**src/pwr_defines.svh**
```systemverilog
// Constants for the power mode controller: offsets, fields, reset values, timing counts
`ifndef PWR_DEFINES_SVH
`define PWR_DEFINES_SVH

// Register byte offsets
`define REG_CTRL        12'h000
`define REG_ACT_TMPL    12'h004
`define REG_ALT_TMPL    12'h008
`define REG_WAKE_MASK   12'h00c
`define REG_STATUS      12'h010

// Control register fields
`define CTRL_REQ_LSB    0
`define CTRL_CPU_OFF    4

// Mode request codes written to the control register
`define REQ_ALT         3'h1
`define REQ_SLEEP       3'h2
`define REQ_HIB         3'h4

// Reset values
`define ACT_TMPL_RST    32'hffffffff
`define ALT_TMPL_RST    32'h00000000
`define WAKE_MASK_RST   32'hffffffff

// Subsystems always kept alive in sleep: bit 1 only, the sleep timer; bit 0 is the CPU, off in sleep
`define CPU_BIT         0
`define SLEEP_KEEP      32'h00000002

// Wakeup timing
`define CLK_HZ          20000000
`define SLEEP_WAKE_NS   15000
`define HIB_WAKE_NS     100000
`define SLEEP_WAKE_CYC  ((`SLEEP_WAKE_NS * (`CLK_HZ / 1000000)) / 1000)
`define HIB_WAKE_CYC    ((`HIB_WAKE_NS * (`CLK_HZ / 1000000)) / 1000 - 1)

`endif

```
**src/pwr_pkg.sv**
```systemverilog
// Types for the power mode controller
package pwr_pkg;
    typedef enum logic [4:0] {
        ST_ACTIVE = 5'b00001,
        ST_ALT    = 5'b00010,
        ST_SLEEP  = 5'b00100,
        ST_HIB    = 5'b01000,
        ST_RESUME = 5'b10000
    } mode_t;
endpackage : pwr_pkg

```
**src/wake_timer.sv**
```systemverilog
// Resume delay counter used while regulators come back up
`timescale 1ns/1ns
module wake_timer #(
    parameter int W = 12
) (
    // Clock and reset
    input  wire logic         ref_clk,
    input  wire logic         rst,
    // Control
    input  wire logic         start,
    input  wire logic [W-1:0] load,
    // Status
    output logic              done
);
    logic [W-1:0] cnt_q;
    logic [W-1:0] cnt_d;
    logic         run_q;
    logic         run_d;

    // Count down from the load value, one pulse of done at the end
    always_comb begin
        cnt_d = cnt_q;
        run_d = run_q;
        done  = 1'b0;
        if (start) begin
            cnt_d = load;
            run_d = 1'b1;
        end else if (run_q) begin
            if (cnt_q == '0) begin
                run_d = 1'b0;
                done  = 1'b1;
            end else begin
                cnt_d = cnt_q - 1'b1;
            end
        end
    end

    always_ff @(posedge ref_clk or posedge rst) begin
        if (rst) begin
            cnt_q <= '0;
            run_q <= 1'b0;
        end else begin
            cnt_q <= cnt_d;
            run_q <= run_d;
        end
    end
endmodule : wake_timer

```
**src/power_mode_controller.sv**
```systemverilog
// Global power mode controller with AXI4-Lite register access
`timescale 1ns/1ns
`include "pwr_defines.svh"
module power_mode_controller #(
    parameter int NSUB = 8,
    parameter int NIRQ = 8
) (
    // Clock and reset
    input  wire logic            ref_clk,
    input  wire logic            rst,
    // AXI4-Lite write address and data
    input  wire logic [11:0]     s_axi_awaddr,
    input  wire logic            s_axi_awvalid,
    output logic                 s_axi_awready,
    input  wire logic [31:0]     s_axi_wdata,
    input  wire logic [3:0]      s_axi_wstrb,
    input  wire logic            s_axi_wvalid,
    output logic                 s_axi_wready,
    // AXI4-Lite write response
    output logic [1:0]           s_axi_bresp,
    output logic                 s_axi_bvalid,
    input  wire logic            s_axi_bready,
    // AXI4-Lite read
    input  wire logic [11:0]     s_axi_araddr,
    input  wire logic            s_axi_arvalid,
    output logic                 s_axi_arready,
    output logic [31:0]          s_axi_rdata,
    output logic [1:0]           s_axi_rresp,
    output logic                 s_axi_rvalid,
    input  wire logic            s_axi_rready,
    // Wakeup sources
    input  wire logic [NIRQ-1:0] irq_wake,
    input  wire logic            pin_interrupt_unit,
    input  wire logic            external_reset_pin,
    input  wire logic            watchdog_reset,
    input  wire logic            precise_supply_reset,
    // Subsystem controls
    output logic [NSUB-1:0]      sub_enable,
    output logic [NSUB-1:0]      sub_clk_en,
    output logic                 cpu_enable,
    output logic                 clocks_run,
    output logic                 gpio_hold,
    output logic                 reg_enable,
    output logic [4:0]           mode_state
);
    localparam logic [31:0] ACT_RST = `ACT_TMPL_RST;
    localparam logic [31:0] ALT_RST = `ALT_TMPL_RST;
    localparam logic [31:0] MSK_RST = `WAKE_MASK_RST;
    localparam logic [31:0] KEEP    = `SLEEP_KEEP;
    localparam logic [11:0] SLP_CYC = 12'(`SLEEP_WAKE_CYC);
    localparam logic [11:0] HIB_CYC = 12'(`HIB_WAKE_CYC);

    ////////////////////////////////////////////////////////////////////////////
    // Register bus

    // Byte-lane merge of a write into a stored word
    function automatic logic [31:0] merge(input logic [31:0] old, input logic [31:0] nw,
                                          input logic [3:0] st);
        logic [31:0] r;
        r = old;
        for (int i = 0; i < 4; i++) begin
            if (st[i]) begin
                r[i*8 +: 8] = nw[i*8 +: 8];
            end
        end
        return r;
    endfunction : merge

    // Known register decode, shared by read and write paths
    function automatic logic mapped(input logic [11:0] a);
        return a == `REG_CTRL || a == `REG_ACT_TMPL || a == `REG_ALT_TMPL ||
               a == `REG_WAKE_MASK || a == `REG_STATUS;
    endfunction : mapped

    logic [11:0]     awaddr_q, awaddr_d;
    logic            aw_have_q, aw_have_d;
    logic [31:0]     wdata_q, wdata_d;
    logic [3:0]      wstrb_q, wstrb_d;
    logic            w_have_q, w_have_d;
    logic            bvalid_q, bvalid_d;
    logic [1:0]      bresp_q, bresp_d;
    logic            rvalid_q, rvalid_d;
    logic [1:0]      rresp_q, rresp_d;
    logic [31:0]     rdata_q, rdata_d;
    logic            wr_fire;
    logic [31:0]     act_q, act_d;
    logic [31:0]     alt_q, alt_d;
    logic [31:0]     msk_q, msk_d;
    logic            cpu_off_q, cpu_off_d;
    logic [2:0]      req_pulse;

    pwr_pkg::mode_t  st_q, st_d;

    // Address and data may arrive in either order; one write in flight at a time
    assign s_axi_awready = !aw_have_q && !bvalid_q;
    assign s_axi_wready  = !w_have_q && !bvalid_q;
    assign s_axi_arready = !rvalid_q;
    assign wr_fire       = aw_have_q && w_have_q && !bvalid_q;

    always_comb begin
        awaddr_d  = awaddr_q;
        aw_have_d = aw_have_q;
        wdata_d   = wdata_q;
        wstrb_d   = wstrb_q;
        w_have_d  = w_have_q;
        bvalid_d  = bvalid_q;
        bresp_d   = bresp_q;
        rvalid_d  = rvalid_q;
        rresp_d   = rresp_q;
        rdata_d   = rdata_q;
        if (s_axi_awvalid && s_axi_awready) begin
            awaddr_d  = s_axi_awaddr;
            aw_have_d = 1'b1;
        end
        if (s_axi_wvalid && s_axi_wready) begin
            wdata_d  = s_axi_wdata;
            wstrb_d  = s_axi_wstrb;
            w_have_d = 1'b1;
        end
        if (wr_fire) begin
            aw_have_d = 1'b0;
            w_have_d  = 1'b0;
            bvalid_d  = 1'b1;
            bresp_d   = mapped(awaddr_q) ? 2'h0 : 2'h2;
        end else if (bvalid_q && s_axi_bready) begin
            bvalid_d = 1'b0;
        end
        if (s_axi_arvalid && s_axi_arready) begin
            rvalid_d = 1'b1;
            rresp_d  = mapped(s_axi_araddr) ? 2'h0 : 2'h2;
            case (s_axi_araddr)
                `REG_CTRL:      rdata_d = {27'h0, cpu_off_q, 4'h0};
                `REG_ACT_TMPL:  rdata_d = act_q;
                `REG_ALT_TMPL:  rdata_d = alt_q;
                `REG_WAKE_MASK: rdata_d = msk_q;
                `REG_STATUS:    rdata_d = {27'h0, st_q};
                default:        rdata_d = 32'h0;
            endcase
        end else if (rvalid_q && s_axi_rready) begin
            rvalid_d = 1'b0;
        end
    end

    always_ff @(posedge ref_clk or posedge rst) begin
        if (rst) begin
            awaddr_q  <= 12'h0;
            aw_have_q <= 1'b0;
            wdata_q   <= 32'h0;
            wstrb_q   <= 4'h0;
            w_have_q  <= 1'b0;
            bvalid_q  <= 1'b0;
            bresp_q   <= 2'h0;
            rvalid_q  <= 1'b0;
            rresp_q   <= 2'h0;
            rdata_q   <= 32'h0;
        end else begin
            awaddr_q  <= awaddr_d;
            aw_have_q <= aw_have_d;
            wdata_q   <= wdata_d;
            wstrb_q   <= wstrb_d;
            w_have_q  <= w_have_d;
            bvalid_q  <= bvalid_d;
            bresp_q   <= bresp_d;
            rvalid_q  <= rvalid_d;
            rresp_q   <= rresp_d;
            rdata_q   <= rdata_d;
        end
    end

    assign s_axi_bvalid = bvalid_q;
    assign s_axi_bresp  = bresp_q;
    assign s_axi_rvalid = rvalid_q;
    assign s_axi_rresp  = rresp_q;
    assign s_axi_rdata  = rdata_q;

    ////////////////////////////////////////////////////////////////////////////
    // Configuration registers

    logic wake_any;
    logic rst_wake;
    logic ctrl_wr;

    assign ctrl_wr   = wr_fire && awaddr_q == `REG_CTRL && wstrb_q[0];
    assign req_pulse = ctrl_wr ? wdata_q[`CTRL_REQ_LSB +: 3] : 3'h0;

    // Templates are written live; new bits reach sub_enable two cycles after the write
    always_comb begin
        act_d     = act_q;
        alt_d     = alt_q;
        msk_d     = msk_q;
        cpu_off_d = cpu_off_q;
        if (wr_fire && awaddr_q == `REG_ACT_TMPL) begin
            act_d = merge(act_q, wdata_q, wstrb_q);
        end
        if (wr_fire && awaddr_q == `REG_ALT_TMPL) begin
            alt_d = merge(alt_q, wdata_q, wstrb_q);
        end
        if (wr_fire && awaddr_q == `REG_WAKE_MASK) begin
            msk_d = merge(msk_q, wdata_q, wstrb_q);
        end
        if (ctrl_wr) begin
            cpu_off_d = wdata_q[`CTRL_CPU_OFF];
        end
        // A wakeup in the same cycle as a CPU-off write wins
        if (wake_any) begin
            cpu_off_d = 1'b0;
        end
    end

    // Device reset restores the templates, wake mask and CPU-off flag to their reset values
    always_ff @(posedge ref_clk or posedge rst) begin
        if (rst) begin
            act_q     <= ACT_RST;
            alt_q     <= ALT_RST;
            msk_q     <= MSK_RST;
            cpu_off_q <= 1'b0;
        end else begin
            act_q     <= act_d;
            alt_q     <= alt_d;
            msk_q     <= msk_d;
            cpu_off_q <= cpu_off_d;
        end
    end

    ////////////////////////////////////////////////////////////////////////////
    // Mode sequencer

    logic        irq_wake_en;
    logic        tmr_start;
    logic [11:0] tmr_load;
    logic        tmr_done;

    assign irq_wake_en = |(irq_wake & msk_q[NIRQ-1:0]);
    assign rst_wake    = external_reset_pin || watchdog_reset || precise_supply_reset;
    // Outside hibernate any enabled interrupt, pin or reset wakes
    assign wake_any    = st_q == pwr_pkg::ST_HIB ? pin_interrupt_unit
                       : (irq_wake_en || pin_interrupt_unit || rst_wake);

    always_comb begin
        st_d      = st_q;
        tmr_start = 1'b0;
        tmr_load  = SLP_CYC;
        case (st_q)
            pwr_pkg::ST_ACTIVE: begin
                if (req_pulse == `REQ_ALT) begin
                    st_d = pwr_pkg::ST_ALT;
                end else if (req_pulse == `REQ_SLEEP) begin
                    st_d = pwr_pkg::ST_SLEEP;
                end else if (req_pulse == `REQ_HIB) begin
                    st_d = pwr_pkg::ST_HIB;
                end
            end
            pwr_pkg::ST_ALT: begin
                // Low-power requests from here go back through active first
                if (wake_any || req_pulse != 3'h0) begin
                    st_d = pwr_pkg::ST_ACTIVE;
                end
            end
            pwr_pkg::ST_SLEEP: begin
                if (wake_any) begin
                    st_d      = pwr_pkg::ST_RESUME;
                    tmr_start = 1'b1;
                    // Load and final zero count both take a cycle: active lands on cycle SLP_CYC
                    tmr_load  = SLP_CYC - 12'h2;
                end
            end
            pwr_pkg::ST_HIB: begin
                if (wake_any) begin
                    st_d      = pwr_pkg::ST_RESUME;
                    tmr_start = 1'b1;
                    tmr_load  = HIB_CYC - 12'h2;
                end
            end
            pwr_pkg::ST_RESUME: begin
                if (tmr_done) begin
                    st_d = pwr_pkg::ST_ACTIVE;
                end
            end
            default: st_d = pwr_pkg::ST_ACTIVE;
        endcase
    end

    // Boot into active
    always_ff @(posedge ref_clk or posedge rst) begin
        if (rst) begin
            st_q <= pwr_pkg::ST_ACTIVE;
        end else begin
            st_q <= st_d;
        end
    end

    // Regulator settle delay before active is entered again
    wake_timer #(.W(12)) u_wake_timer (
        .ref_clk (ref_clk),
        .rst     (rst),
        .start   (tmr_start),
        .load    (tmr_load),
        .done    (tmr_done)
    );

    ////////////////////////////////////////////////////////////////////////////
    // Subsystem outputs

    logic [NSUB-1:0] en_d, en_q;
    logic            cpu_d, cpu_q;

    // Sleep and hibernate override templates; CPU is template bit 0 gated by its own off flag
    always_comb begin
        case (st_q)
            pwr_pkg::ST_ACTIVE: en_d = act_q[NSUB-1:0];
            pwr_pkg::ST_ALT:    en_d = alt_q[NSUB-1:0];
            pwr_pkg::ST_SLEEP:  en_d = KEEP[NSUB-1:0];
            default:            en_d = '0;
        endcase
        cpu_d = 1'b0;
        if (st_q == pwr_pkg::ST_ACTIVE || st_q == pwr_pkg::ST_ALT) begin
            cpu_d = en_d[`CPU_BIT] && !cpu_off_q;
        end
        if (st_d == pwr_pkg::ST_ACTIVE && st_q != pwr_pkg::ST_ACTIVE) begin
            cpu_d = 1'b1;
        end
    end

    always_ff @(posedge ref_clk or posedge rst) begin
        if (rst) begin
            en_q  <= '0;
            cpu_q <= 1'b0;
        end else begin
            en_q  <= en_d;
            cpu_q <= cpu_d;
        end
    end

    assign sub_enable = en_q;
    assign sub_clk_en = en_q;
    assign cpu_enable = cpu_q;
    assign clocks_run = st_q != pwr_pkg::ST_HIB;
    assign gpio_hold  = st_q == pwr_pkg::ST_HIB;
    assign reg_enable = st_q != pwr_pkg::ST_HIB;
    assign mode_state = st_q;
endmodule : power_mode_controller

```
**config.mk**
```make
export PLATFORM = sky130hd
export DESIGN_NAME = power_mode_controller
export DESIGN_NICKNAME = d
export VERILOG_FILES = /design/src/pwr_pkg.sv /design/src/wake_timer.sv /design/src/power_mode_controller.sv
export VERILOG_INCLUDE_DIRS = /design/src
export SDC_FILE = /design/constraint.sdc
export NUM_CORES = 1
export LEC_CHECK = 0
export ABC_CLOCK_PERIOD_IN_PS = 5800
export BUFFER_PORTS_ARGS = -buffer_cell sky130_fd_sc_hd__buf_2
export CAP_MARGIN = 15
export CORE_AREA = 10 10 147 149
export CTS_CLUSTER_SIZE = 10
export DETAILED_ROUTE_END_ITERATION = 10
export DIE_AREA = 0 0 157 159
export GPL_TIMING_DRIVEN = 0
export MAX_ROUTING_LAYER = met4
export PLACE_DENSITY_LB_ADDON = 0.2
export SYNTH_ARGS = -nofsm -noshare
export SYNTH_HDL_FRONTEND = slang
export SYNTH_SLANG_ARGS = --single-unit
```
**constraint.sdc**
```tcl
create_clock -name ref_clk -period 5.8 [get_ports ref_clk]
set_input_delay 0.58 -clock ref_clk [delete_from_list [all_inputs] [get_ports ref_clk]]
set_output_delay 0.58 -clock ref_clk [all_outputs]
set_load 0.05 [all_outputs]
```
==> results.md <==
- DR vias: roughly 6600
- Total Wirelength: 23000 um
- Initial DRC count: 333
- Root Driver: clkbuf_16
- Status: finished clean
- RSZ-0062 raised after global routing: no
- Critical path depth: 5
- Post-DP HPWL: 16400 um
- WL/cell: slightly below 20 um
- Commonest cells in the netlist: dfrtp_1, mux2_2, dfstp_2
- TritonCTS clock tree: built
- Number of global-route vias before repair: 6848
- Clock Skews: 0.0123 ns
- Worst path bufs/invs: 3
- Proportion of layout cells with a drive suffix above 1: 0.450
- Worst Path Required: 5.22 ns
- FF+latch area: 5340 um2
- Count leader, synth: dfrtp_1
- Tcrit/Tclk final: 0.468
- CP startpoint kind: flip-flop
- Worst EP arrival: 2.13 ns
- Slew headroom: 0.377
- Reg2Reg Capture Point: alt_q[15]
- Hold Vio Cnt, Final: 0
- Port-buffer cells: 142
- Avg Inst Size Synth: 12.3 um2
- Crit-path leading delay family: buffers and inverters
- Leakage power: 5.19 nW
- Maxcap violations: 0
- Post-synth EDFFs: 0
- Congestion Overflow GR: 0
- CTS Hold Bufs: 0
- Tightest Pin Transition: 0.927 ns
- FP Rows: 50
- Fillers: 1543
- First-pass detailed-route iteration total: 5
- Final Wtd Congestion: approximately 0.87
- Worst path most repeated cell: buf_2
- Register area share after synthesis: 0.567
- Setup TNS: 0 ns
- Critical Path Max Stage Delay: between 0.3 and 0.4 ns
- Worst-path clk slew: 0.06 ns
- GRT Total Usage: 0.188
- Vias per cell: 5.52
- Post-Synthesis Cells: between 700 and 800
- Post-DRT Antenna Nets: 0
- CP Cell Sequence: buf_2 -> nor2_1 -> nand3_1 -> inv_1 -> buf_2
- Synth warnings: 0
- Setup CP Type: flip-flop to output port
- Post CTS Setup Buffer Count: 0
- Ant. Diodes: 0
- Core area: 18600 um2
- Pin count of the biggest net entering global routing: 43
- Ys async rst share: 1.00
- Area of the multi-input gates: between 3000 and 4000 um2
- Util after Layout: 0.607
- CTS resizes: 0
- First-pass GRT wire length: 37300 um
- Nets: 1021
- Netlist cell types: 65
- Worst R2R Start: awaddr_q[0]
- Power Density: 375 nW/um2
- Peak VDD IR: 0.258 mV
- Clock Sinks: between 200 and 250
- Initial Util: 0.506
- Die height: 159 um
- Synth top area share: 0.386
- Reg2Reg Depth: 5
- Drt drc: 0
- CTS Buf Count: 25
- Clock H-tree levels: 1
- Tmin final: 2.71 ns
- Worst min-delay path class: input pin to async pin
- FMAX: 369 MHz
- Crit-path slowest cell: dfrtp_1
- Flop2flop setup slack: 3.46 ns
- Later-pin clock latency in the skew report: 0.51 ns
- Post-synthesis cell area: roughly 9400 um2
- # setup viols final: 0
- Synth top area cells: dfrtp_1, dfstp_2, mux2_2, mux2i_1, o21ai_0
- CP endpoint kind: output port
- Die Area: around 25000 um2
- Area growth, synth to finish: 19.9%
- Seq cells post-synth: 210
- Initial antenna violation count: 0
- Largest area contributor in the netlist: dfrtp_1
- Die X: 157 um
- CP Max Fanout: 9
- Max clock buf depth: 3
- Primary FF master, synth: dfrtp_1
- I/O pin total: 145
- Max Slew Vio Count: 0
-- per-stage QoR --
step	hold WS (ns)	total power [mW]	setup WS, ns	cells	area [um2]
2_1_floorplan	0.464	2.55	2.54	767	9420
3_3_place_gp	0.457	2.78	1.23	1143	10400
3_5_place_dp	0.461	2.81	3.08	1148	10500
4_1_cts	0.198	4.27	3.06	1194	11300
5_1_grt	0.242	4.45	2.95	1194	11300
6_report	0.179	4.23	3.09	1194	11300
-- area by class of cell --
cell class	instances	share of cell area
multi-input cells	502	0.338
well taps	234	0.0260
plain buffers	44	0.0195
clock buffers	45	0.0665
clock inverters	1	0.000776
repair buffers	147	0.0719
flip-flops and latches	210	0.473
inverters	11	0.00399
-- layout by cell type, fill, tap and decap left out, types with 5 or more instances in the layout --
cell       synthesis  routed
clkbuf_16          0      25
o21a_1             5       5
clkbuf_1          16      31
a22o_1             7       7
dfrtp_1          145     145
a22oi_1            8       8
nand2_2           13      13
o21ai_0           44      44
dfstp_2           65      65
buf_2             11     153
buf_4             11      11
buf_1              6       6
nor2_1            47      47
a21oi_1           38      38
inv_1             11      10
buf_12             0       5
nand3_1           14      14
nor2b_1            8       8
nor3_1            14      14
mux2_2           138     138
a32oi_1            5       5
nand2_1           46      46
mux2i_1           30      30
clkbuf_8           0       5
-- state kept, by name (all words and copies together), names as in the netlist, 4 cells and up --
signal	count
act_q	32
msk_q	32
mode_state	5
s_axi_rdata	32
wdata_q	32
u_wake_timer.cnt_q	12
sub_clk_en	8
alt_q	32
wstrb_q	4
awaddr_q	12
-- kinds of logic after synthesis --
family	count (synthesis)	share of synthesized area
flip-flops	210	0.567
AND/OR/NAND/NOR	183	0.104
multiplexers	172	0.202
AO/OA/AOI/OAI	136	0.0900
buffers and inverters	55	0.0278
XOR/XNOR	8	0.00745
adder cells (fa/ha/maj)	1	0.00133
other	1	0.000399
-- routing by layer --
metal  routed length, um  global-route usage
met2               10700               0.287
met4                 397              0.0433
met3                1170              0.0313
met1               10700               0.257
met5                   0                   -
-- power breakdown --
part | switching (mW) | internal [mW] | leakage [nW]
Clock | 0.576 | 0.866 | 0.366
Sequential | 0.245 | 1.72 | 2.54
Combinational | 0.446 | 0.376 | 2.28
-- worst reg2reg max path, stage by stage (launching register included) --
cell,delay [ns]
dfrtp_1,0.39
nor3_1,0.40
nand4_1,0.34
nor3b_4,0.49
nand2_2,0.25
mux2_1,0.36
-- worst max-delay path by stage --
stage / from / endpoint / slack (ns)
2_1_floorplan: rst / alt_q[0] / 2.54
3_3_place_gp: rst / s_axi_rdata[27] / 1.23
3_5_place_dp: s_axi_araddr[9] / s_axi_rdata[18] / 3.08
4_1_cts: mode_state[2] / gpio_hold / 3.06
6_report: mode_state[2] / gpio_hold / 3.09
5_1_grt: mode_state[2] / gpio_hold / 2.95
Power figures use the tool's default switching activity.
